===== src/core/home_mgr_cfg.svh =====
`ifndef HOME_MGR_CFG_SVH
`define HOME_MGR_CFG_SVH

// ----------------------------------------------------------------------
// widths and reset values
// ----------------------------------------------------------------------
`define HM_POS_W            32
`define HM_PRESET_RST       32'h00000000
`define HM_ABS_PERMIT_RST   1'b0
`define HM_PRIO_RST         1'b0
`define HM_OVR_RST          1'b0
`define HM_NVM_ENDURANCE    100000

`endif


===== src/core/home_mgr_pkg.sv =====
`include "home_mgr_cfg.svh"

package home_mgr_pkg;

  // ----------------------------------------------------------------------
  // move request and settings carriers
  // ----------------------------------------------------------------------
  typedef enum logic [1:0] {
    MOVE_NONE,
    MOVE_HOMING,
    MOVE_HS_HOMING,
    MOVE_ABS
  } move_kind_t;

  typedef struct packed {
    logic abs_permit;      // 0 disable, 1 enable
    logic prio_mech;       // 0 sensor values, 1 manual
    logic prio_coord;
    logic prio_jog_home;
    logic ovr_limit;       // 0 follow sensor, 1 disable
    logic ovr_protect;
  } settings_t;

  typedef struct packed {
    logic mech_sensor;
    logic coord_sensor;
    logic jog_home_sensor;
    logic limit_on;
    logic protect_on;
  } select_t;

  typedef enum logic [1:0] {
    HOME_IDLE,
    HOME_BUSY
  } home_state_t;

endpackage


===== src/core/edge_detect.sv =====
`timescale 1ns/1ps

module edge_detect (
  input  wire logic clk_sys,
  input  wire logic rst,
  input  wire logic level_in,
  output logic      level_q,
  output logic      rise,
  output logic      fall
);

  typedef struct packed {
    logic prev;
  } edge_state_t;

  edge_state_t state_reg;
  edge_state_t state_next;

  // previous level, reset low so a high input at release counts as a rise
  always_comb begin
    state_next      = state_reg;
    state_next.prev = level_in;
  end

  always_ff @(posedge clk_sys) begin
    if (rst) begin
      state_reg <= '0;
    end else begin
      state_reg <= state_next;
    end
  end

  assign level_q = state_reg.prev;
  assign rise    = level_in & ~state_reg.prev;
  assign fall    = ~level_in & state_reg.prev;

endmodule


===== src/core/prio_select.sv =====
`timescale 1ns/1ps

module prio_select (
  input  wire logic                   clk_sys,
  input  wire logic                   rst,
  input  wire home_mgr_pkg::settings_t settings,
  output home_mgr_pkg::select_t       select
);

  home_mgr_pkg::select_t state_reg;
  home_mgr_pkg::select_t state_next;

  // sensor-stored values win unless the host picks manual or disable
  always_comb begin
    state_next                 = state_reg;
    state_next.mech_sensor     = ~settings.prio_mech;
    state_next.coord_sensor    = ~settings.prio_coord;
    state_next.jog_home_sensor = ~settings.prio_jog_home;
    state_next.limit_on        = ~settings.ovr_limit;
    state_next.protect_on      = ~settings.ovr_protect;
  end

  always_ff @(posedge clk_sys) begin
    if (rst) begin
      state_reg <= '1;
    end else begin
      state_reg <= state_next;
    end
  end

  assign select = state_reg;

endmodule


===== src/core/coordinate_home_manager.sv =====
// Functional notes
// - coords valid output high once home set
// - unset coords refuse high-speed homing, absolute
// - absolute permission 0 disable, 1 enable
// - factory home flag from sensor, unmodifiable
// - user home flag on homing or preset
// - fieldbus cannot clear user home
// - user home commit pulses nonvolatile write
// - preset loads command and feedback positions
// - rising request captures command position
// - falling request clears electrical home
// - electrical active output mirrors electrical home
// - electrical home never written to nonvolatile
// - preset with request high sets both homes
// - electrical coordinates refuse high-speed homing
// - four cases leave coordinates unset
// - priority selects 0 sensor, 1 manual
// - override settings 0 follow, 1 disable
// - sensor values win by default
`timescale 1ns/1ps
`include "home_mgr_cfg.svh"

module coordinate_home_manager #(
  parameter int POS_W = `HM_POS_W
) (
  input  wire logic                      clk_sys,
  input  wire logic                      rst,

  // settings from the host
  input  wire logic                      abs_permit,
  input  wire logic                      prio_mech,
  input  wire logic                      prio_coord,
  input  wire logic                      prio_jog_home,
  input  wire logic                      ovr_limit,
  input  wire logic                      ovr_protect,
  input  wire logic                      settings_load,
  input  wire logic signed [POS_W-1:0]   preset_value,

  // sensor state
  input  wire logic                      sensor_factory_home,
  input  wire logic                      sensor_user_home,

  // commands
  input  wire logic                      preset_cmd,
  input  wire logic                      tool_clear_cmd,
  input  wire logic                      fieldbus_clear_cmd,
  input  wire logic                      resolution_change,
  input  wire logic                      elec_home_request,
  input  wire logic signed [POS_W-1:0]   cmd_position_in,

  // move requests
  input  wire logic                      move_req,
  input  wire home_mgr_pkg::move_kind_t  move_kind,
  input  wire logic                      homing_done,
  input  wire logic                      homing_abort,

  // outputs
  output logic                           coords_valid_out,
  output logic                           factory_home_flag,
  output logic                           user_home_flag,
  output logic                           elec_home_active,
  output logic                           move_accept,
  output logic                           move_reject,
  output logic                           nvm_write,
  output logic signed [POS_W-1:0]        nvm_home_data,
  output logic                           pos_load,
  output logic signed [POS_W-1:0]        pos_load_value,
  output logic signed [POS_W-1:0]        elec_home_pos,
  output logic                           mech_sensor_sel,
  output logic                           coord_sensor_sel,
  output logic                           jog_home_sensor_sel,
  output logic                           limit_enable,
  output logic                           protect_enable
);

  // ----------------------------------------------------------------------
  // state
  // ----------------------------------------------------------------------
  typedef struct packed {
    // host settings, latched on settings_load
    home_mgr_pkg::settings_t   settings;

    // homing progress and home bookkeeping
    home_mgr_pkg::home_state_t home_st;
    logic                      user_set;
    logic                      factory_set;
    logic                      nonzero_preset;

    // electrical home, volatile only
    logic                      elec_set;
    logic signed [POS_W-1:0]   elec_pos;

    // registered outputs
    logic                      valid;
    logic                      accept;
    logic                      reject;
    logic                      nvm_wr;
    logic signed [POS_W-1:0]   nvm_data;
    logic                      load;
    logic signed [POS_W-1:0]   load_val;
  } state_t;

  // the whole state as one register pair
  state_t state_reg;
  state_t state_next;

  // request level and edges from edge_detect
  logic                  req_level;
  logic                  req_rise;
  logic                  req_fall;

  // source selects, registered inside prio_select
  home_mgr_pkg::select_t select;

  // ----------------------------------------------------------------------
  // helpers
  // ----------------------------------------------------------------------
  // a rise captures, a fall clears
  edge_detect u_req_edge (
    .clk_sys  (clk_sys),
    .rst      (rst),
    .level_in (elec_home_request),
    .level_q  (req_level),
    .rise     (req_rise),
    .fall     (req_fall)
  );

  // selects follow the latched settings
  prio_select u_prio (
    .clk_sys  (clk_sys),
    .rst      (rst),
    .settings (state_reg.settings),
    .select   (select)
  );

  // ----------------------------------------------------------------------
  // move gates
  // ----------------------------------------------------------------------
  // gates read registered state only: a move in the cycle of a
  // preset is judged on the coordinates as they stood before it
  logic home_known;
  logic hs_block;
  logic abs_block;
  logic establish;

  assign home_known = state_reg.user_set | state_reg.factory_set;
  assign hs_block   = ~state_reg.valid | state_reg.elec_set;
  assign abs_block  = ~state_reg.valid & ~state_reg.settings.abs_permit;

  // ----------------------------------------------------------------------
  // next state
  // ----------------------------------------------------------------------
  // one pass builds the whole next state; later blocks override earlier
  always_comb begin
    state_next        = state_reg;
    // pulses fall back low, so each lasts one clock
    state_next.accept = 1'b0;
    state_next.reject = 1'b0;
    state_next.nvm_wr = 1'b0;
    state_next.load   = 1'b0;

    // settings take effect only when the host loads them
    // all six bits move together; there is no partial update
    if (settings_load) begin
      state_next.settings.abs_permit    = abs_permit;
      state_next.settings.prio_mech     = prio_mech;
      state_next.settings.prio_coord    = prio_coord;
      state_next.settings.prio_jog_home = prio_jog_home;
      state_next.settings.ovr_limit     = ovr_limit;
      state_next.settings.ovr_protect   = ovr_protect;
    end

    // factory home follows the sensor only; nothing here can clear it
    state_next.factory_set = sensor_factory_home;
    // the flag drops with the sensor, never by a command

    // raised below by a preset or by the end of a homing move
    establish = 1'b0;

    // move gating; homing itself invalidates coordinates while it runs
    // outcome pulses show one clock after the request
    if (move_req && state_reg.home_st == home_mgr_pkg::HOME_IDLE) begin
      case (move_kind)
        home_mgr_pkg::MOVE_HS_HOMING: begin
          // needs set coordinates on the mechanical home
          state_next.accept = ~hs_block;
          state_next.reject = hs_block;
        end
        home_mgr_pkg::MOVE_ABS: begin
          // permission lets it run on unset coordinates
          state_next.accept = ~abs_block;
          state_next.reject = abs_block;
        end
        home_mgr_pkg::MOVE_HOMING: begin
          // always allowed: it is how a home gets made
          state_next.accept  = 1'b1;
          state_next.home_st = home_mgr_pkg::HOME_BUSY;
        end
        default: begin
          // no move kind: nothing to answer
          state_next.accept = 1'b0;
        end
      endcase
    end else if (move_req) begin
      state_next.reject = 1'b1; // one homing at a time
    end

    // busy lasts until the motion core reports done or abort
    case (state_reg.home_st)
      home_mgr_pkg::HOME_BUSY: begin
        if (homing_done) begin
          state_next.home_st = home_mgr_pkg::HOME_IDLE;
          establish          = 1'b1;
        end else if (homing_abort) begin
          // the old home stays; validity returns by itself only while no nonzero preset is in force
          state_next.home_st = home_mgr_pkg::HOME_IDLE;
        end
      end
      default: begin
        // a preset during homing is dropped
        if (preset_cmd) begin
          establish = 1'b1;
        end
      end
    endcase

    // each establish costs one write to a store of limited endurance;
    // keeping presets rare is the host's job
    // homing completion lands on the preset value as well
    // user home establishment: positions, flag, nonvolatile commit
    if (establish) begin
      state_next.user_set       = 1'b1;
      state_next.nonzero_preset = (preset_value != '0);
      state_next.load           = 1'b1;
      state_next.load_val       = preset_value;
      state_next.nvm_wr         = 1'b1;
      state_next.nvm_data       = preset_value;
    end

    // electrical home lives only in these flops
    // rise and fall never meet: edge_detect sees one level
    // a fall zeroes the position so no stale home shows
    if (req_rise) begin
      state_next.elec_set = 1'b1;
      state_next.elec_pos = cmd_position_in;
    end else if (req_fall) begin
      state_next.elec_set = 1'b0;
      state_next.elec_pos = '0;
    end
    // preset with the request held: both homes take its value
    if (establish && req_level && !req_fall) begin
      state_next.elec_pos = preset_value;
    end

    // only the tool clear may unset the user home; fieldbus is ignored
    // a set in the same cycle wins over the clear
    if (tool_clear_cmd && !establish) begin
      state_next.user_set       = 1'b0;
      state_next.nonzero_preset = 1'b0;
    end

    // coordinate validity: set wins over the unsetting events
    // revalidation needs a known home, an idle homing state and no nonzero preset in force,
    // which only an establish with a zero preset value or a tool clear lifts
    if (establish) begin
      state_next.valid = 1'b1;
    end else if (state_next.home_st == home_mgr_pkg::HOME_BUSY) begin
      state_next.valid = 1'b0;
    end else if (tool_clear_cmd) begin
      state_next.valid = 1'b0;
    end else if (resolution_change && state_reg.nonzero_preset) begin
      state_next.valid = 1'b0;
    end else if (!state_reg.valid && (home_known | sensor_user_home)
                 && state_reg.home_st == home_mgr_pkg::HOME_IDLE
                 && !state_reg.nonzero_preset) begin
      state_next.valid = 1'b1;
    end
    // a home the sensor already holds is adopted once valid
    if (sensor_user_home && !tool_clear_cmd && !state_reg.user_set
        && state_reg.valid) begin
      state_next.user_set = 1'b1;
    end
  end

  // ----------------------------------------------------------------------
  // registers
  // ----------------------------------------------------------------------
  // one register for all state; helpers keep their own flops
  // reset is the factory-shipped view: nothing set, defaults loaded
  always_ff @(posedge clk_sys) begin
    if (rst) begin
      state_reg                        <= '0;
      state_reg.settings.abs_permit    <= `HM_ABS_PERMIT_RST;
      state_reg.settings.prio_mech     <= `HM_PRIO_RST;
      state_reg.settings.prio_coord    <= `HM_PRIO_RST;
      state_reg.settings.prio_jog_home <= `HM_PRIO_RST;
      state_reg.settings.ovr_limit     <= `HM_OVR_RST;
      state_reg.settings.ovr_protect   <= `HM_OVR_RST;
      // idle, so the first move after reset is judged at once
      state_reg.home_st                <= home_mgr_pkg::HOME_IDLE;
    end else begin
      state_reg <= state_next;
    end
  end

  // ----------------------------------------------------------------------
  // outputs, all from flops
  // ----------------------------------------------------------------------
  // home status levels
  assign coords_valid_out    = state_reg.valid;
  assign factory_home_flag   = state_reg.factory_set;
  assign user_home_flag      = state_reg.user_set;
  assign elec_home_active    = state_reg.elec_set;

  // move answers, one clock each
  assign move_accept         = state_reg.accept;
  assign move_reject         = state_reg.reject;

  // home commit and position load: pulse plus data word
  assign nvm_write           = state_reg.nvm_wr;
  assign nvm_home_data       = state_reg.nvm_data;
  assign pos_load            = state_reg.load;
  assign pos_load_value      = state_reg.load_val;

  // electrical home position, zero while none is held
  assign elec_home_pos       = state_reg.elec_pos;

  // source selects, already flops inside prio_select
  assign mech_sensor_sel     = select.mech_sensor;
  assign coord_sensor_sel    = select.coord_sensor;
  assign jog_home_sensor_sel = select.jog_home_sensor;
  assign limit_enable        = select.limit_on;
  assign protect_enable      = select.protect_on;

  // ----------------------------------------------------------------------
  // limitations
  // ----------------------------------------------------------------------
  // wrap ranges, gearing and motion profiles live elsewhere; this block
  // only says whether coordinates hold and which home they centre on.
  // write endurance of the home store is not counted here.
  // a homing move ended by abort leaves the old home in force.

endmodule


===== config.mk =====
export PLATFORM = sky130hd
export DESIGN_NAME = coordinate_home_manager
export DESIGN_NICKNAME = d
export VERILOG_FILES = /design/src/core/home_mgr_pkg.sv /design/src/core/edge_detect.sv /design/src/core/prio_select.sv /design/src/core/coordinate_home_manager.sv
export VERILOG_INCLUDE_DIRS = /design/src /design/src/core
export SDC_FILE = /design/constraint.sdc
export NUM_CORES = 1
export LEC_CHECK = 0
export ABC_AREA = 1
export BUFFER_PORTS_ARGS = -buffer_cell sky130_fd_sc_hd__buf_2
export CAP_MARGIN = 20
export CORE_AREA = 5 5 108 110
export DETAILED_ROUTE_END_ITERATION = 10
export DIE_AREA = 0 0 113 115
export HOLD_SLACK_MARGIN = 0.15
export PLACE_DENSITY_LB_ADDON = 0.1
export SYNTH_ARGS = -nofsm -noshare
export SYNTH_HDL_FRONTEND = slang
export SYNTH_HIERARCHICAL = 1
export SYNTH_SLANG_ARGS = --single-unit

===== constraint.sdc =====
create_clock -name clk_sys -period 1.5 [get_ports clk_sys]
set_clock_uncertainty 0.1 [all_clocks]
set_input_delay 0.3 -clock clk_sys [delete_from_list [all_inputs] [get_ports clk_sys]]
set_output_delay 0.3 -clock clk_sys [all_outputs]
set_load 0.01 [all_outputs]

==> metrics.txt <==
Synth Area in Adders=0%; final hold viol count=0; Area contributors post-synth=dfxtp_1 (38%), buf_4 (17%), nand2_1 (11%), nor2_1 (8.2%), a21oi_1 (6.1%); drt wl/cell=15.08 microns; Hold Crit Class=in2reg; xor and xnor fraction of the mapped netlist area=0%; pin count of the biggest net entering global routing=57; Max-Slew Margin vs Limit=81.91%; setup ws final=-0.01571 ns; CTS tree=built; grt ovf=0; Routed Wire Length=13920 microns; Setup TNS Final=-0.02160 ns; Fill cells=1036; cells after synthesis=633; failing checks=negative setup slack; reg2reg path depth=10; vias per cell=4.736; Critical path origin=u_req_edge/level_q$_SDFF_PP0_; GRT Overall Usage=19.83%; ANT nets after route=0; worst reg2reg endpoint=elec_home_pos[20]$_SDFFE_PP0P_; DRC=0; Setup CP Type=reg2reg; Peak VDD IR=371.0 uV; Die Wd=113 microns; num rows=38; syn nets=718; startpoint types=flip-flop; fmax=0.6598 GHz; Pins Over Slew Limit=0; wire length of the first global-routing pass=20560 microns; Area growth syn-to-layout=30.02%; total CTS buffers=9; IO Count=194; initial DRC count=302; Yosys cell types=25; DP Cell Count=851; hold slack=0.1775 ns; Synth Area per Inst=7.177 sq um; worst slew pin tran=0.2714 ns; sequential element share of the synthesized area=37.90%; Worst R2R Start=u_req_edge/level_q$_SDFF_PP0_; status=finished, violations left; share of cells above drive strength 1=34.36%; Post-synth top flop=dfxtp_1; Vias=4371; leakage=2.976 nW; die area=0.01300 sq mm; Worst Path Required=1.64 ns; Async SR Flop Fraction=0%; EDFF count, synth=0; post-synthesis mux area share=0%; top cell type by total area after synthesis=dfxtp_1; YS warnings=6; largest family of logic cells by synthesized area=simple AND/OR/NAND/NOR gates; Synth Area in Simple Gates=29.74%; Power Dens Cells=926.3 mW/mm^2; Pre-Repair DR Iteration Count=4; Layout Cells excl Fill=923; input/output buffers=192; final worst-path cycle share=101.0%; min Tclk post-route=1.516 ns; CTS Buffer Depth=2; count of max-cap constraint violations=0; clock sink count=86; synthesized area=0.004543 sq mm; Finish-stage setup viols=2; top cell type's share of synthesized area=37.90%; Core ar.=0.01060 sq mm; H-tree Lvls=3; clock slew at reported path FFs=0.09 ns; critical path arrival=1.65 ns; Reg2Reg Setup Slack=-0.02 ns; GP Congestion=0.8484; post-layout total power=5.472 mW; critical path endpoint=elec_home_pos[20]$_SDFFE_PP0P_; critical path peak fanout=9; initial antenna violation count=0; Skew-Pair Late Insertion Delay=0.35 ns; DP Wirelength=9620 microns; final instance area=0.005907 sq mm; clock root buffer=clkbuf_8; RSZ-0062 raised after global routing=yes; Worst setup EP type=flip-flop; compound-cell area share of the yosys netlist=8.868%; antenna fix cells=0; Die Span Y=115 microns; Initial Utilization=42.85%; Final nets=865; placed inst area=0.004962 sq mm; vias in the first global route=4047; flops & latches, synth=86
-- kinds of logic after synthesis --
kind of cell / count (synthesis)
flops: 86
buf+inv: 164
compound gates: 75
simple gates: 308
-- synthesized netlist by cell type, types with 2 or more instances --
| cell type | count |
|---|---|
| nor2_4 | 2 |
| inv_2 | 2 |
| nor3_1 | 3 |
| buf_4 | 103 |
| nor2_1 | 99 |
| nand3b_1 | 22 |
| clkbuf_1 | 8 |
| nand2_2 | 4 |
| o21ai_0 | 9 |
| dfxtp_1 | 86 |
| buf_6 | 7 |
| nand2_1 | 132 |
| buf_2 | 10 |
| a21oi_1 | 55 |
| a211oi_1 | 8 |
| nand3_1 | 41 |
| o21bai_1 | 2 |
| inv_1 | 32 |
| buf_1 | 2 |
-- what timing repair did --
action	in CTS	in global routing
pin swaps	1	14
gates resized for setup	9	25
hold buffers	42	0
hold endpoints to repair	41	0
endpoints found under the setup margin	33	36
buffers inserted	0	11
cloned	1	5
-- layout by cell type, fill, tap and decap left out, types with 2 or more instances in the layout --
cell type      instances
dfxtp_2                3
o21bai_1               2
nand2_1              121
dfxtp_1               83
clkbuf_16              4
nand3b_1              22
nand2_2               14
o21ai_0                9
buf_6                  2
nor2_4                 5
nand2_8                2
dlygate4sd3_1         42
a21oi_1               55
inv_1                 31
clkbuf_8               9
nor3_1                 3
buf_2                192
nand3_2                2
nor2_2                 3
inv_2                  2
buf_4                 11
a211oi_1               8
clkinvlp_4             2
nor2_1                95
buf_12                13
nand3_1               40
-- final cells by class --
type | count | area [sq um] | share of cell area [%]
Inverter | 34 | 130.1 | 2.203
Clock buffer | 10 | 127.6 | 2.161
Timing Repair Buffer | 264 | 1847 | 31.26
Multi-Input combinational cell | 385 | 1852 | 31.35
Clock inverter | 4 | 50.05 | 0.8473
Sequential cell | 86 | 1725 | 29.21
Tap cell | 140 | 175.2 | 2.965
-- power by group --
part           switching, mW  leakage, nW  total (mW)  internal [mW]
clock network          0.817       0.0842        1.57          0.750
registers              0.105        0.712        2.56           2.45
logic                  0.722         2.18        1.34          0.622
-- routing by layer --
metal / vias to the layer above / part of all wire (%) / routed length [microns] / GRT usage (%)
met5: - / 0 / 0 / 0
met4: 0 / 1.4 / 189 / 5.929
met3: 18 / 7.9 / 1099 / 5.632
met2: 155 / 48 / 6686 / 33.02
met1: 2001 / 43 / 5947 / 25.11
li1: 2197 / - / - / -
-- worst min-delay path by stage --
stage,to,depth (start not counted),slack [ns],start
detailed placement,u_prio/select[3]$_SDFF_PP1_,1,0.28,state_reg[110]$_SDFFE_PP0P_
finish,pos_load_value[4]$_SDFFE_PP0P_,3,0.18,preset_value[4]
global route,state_reg[107]$_SDFFE_PP0P_,3,0.18,settings_load
global placement,u_prio/select[0]$_SDFF_PP1_,1,0.27,state_reg[107]$_SDFFE_PP0P_
CTS,pos_load_value[4]$_SDFFE_PP0P_,3,0.16,preset_value[4]
floorplan,u_prio/select[1]$_SDFF_PP1_,1,0.26,state_reg[108]$_SDFFE_PP0P_
-- worst max-delay path: stages (launching register included) --
cell and delay, ns:
dfxtp_2 0.34, buf_6 0.11, inv_4 0.03, nor2_4 0.18, nand3_4 0.09, buf_12 0.17
buf_6 0.13, nand2_2 0.05, nand2_1 0.05, nor2_1 0.09, nor2_1 0.05
-- stage by stage --
stage | utilization (%) | worst slack, ns
final | 55.71 | -0.01571
after global routing | 55.71 | -0.07962
after CTS | 52.86 | -0.02225
after detailed placement | 46.80 | -0.1885
after global placement | 46.80 | -0.1627
after floorplan | - | 0.04136
No activity file was read; power rests on OpenSTA's default activity.
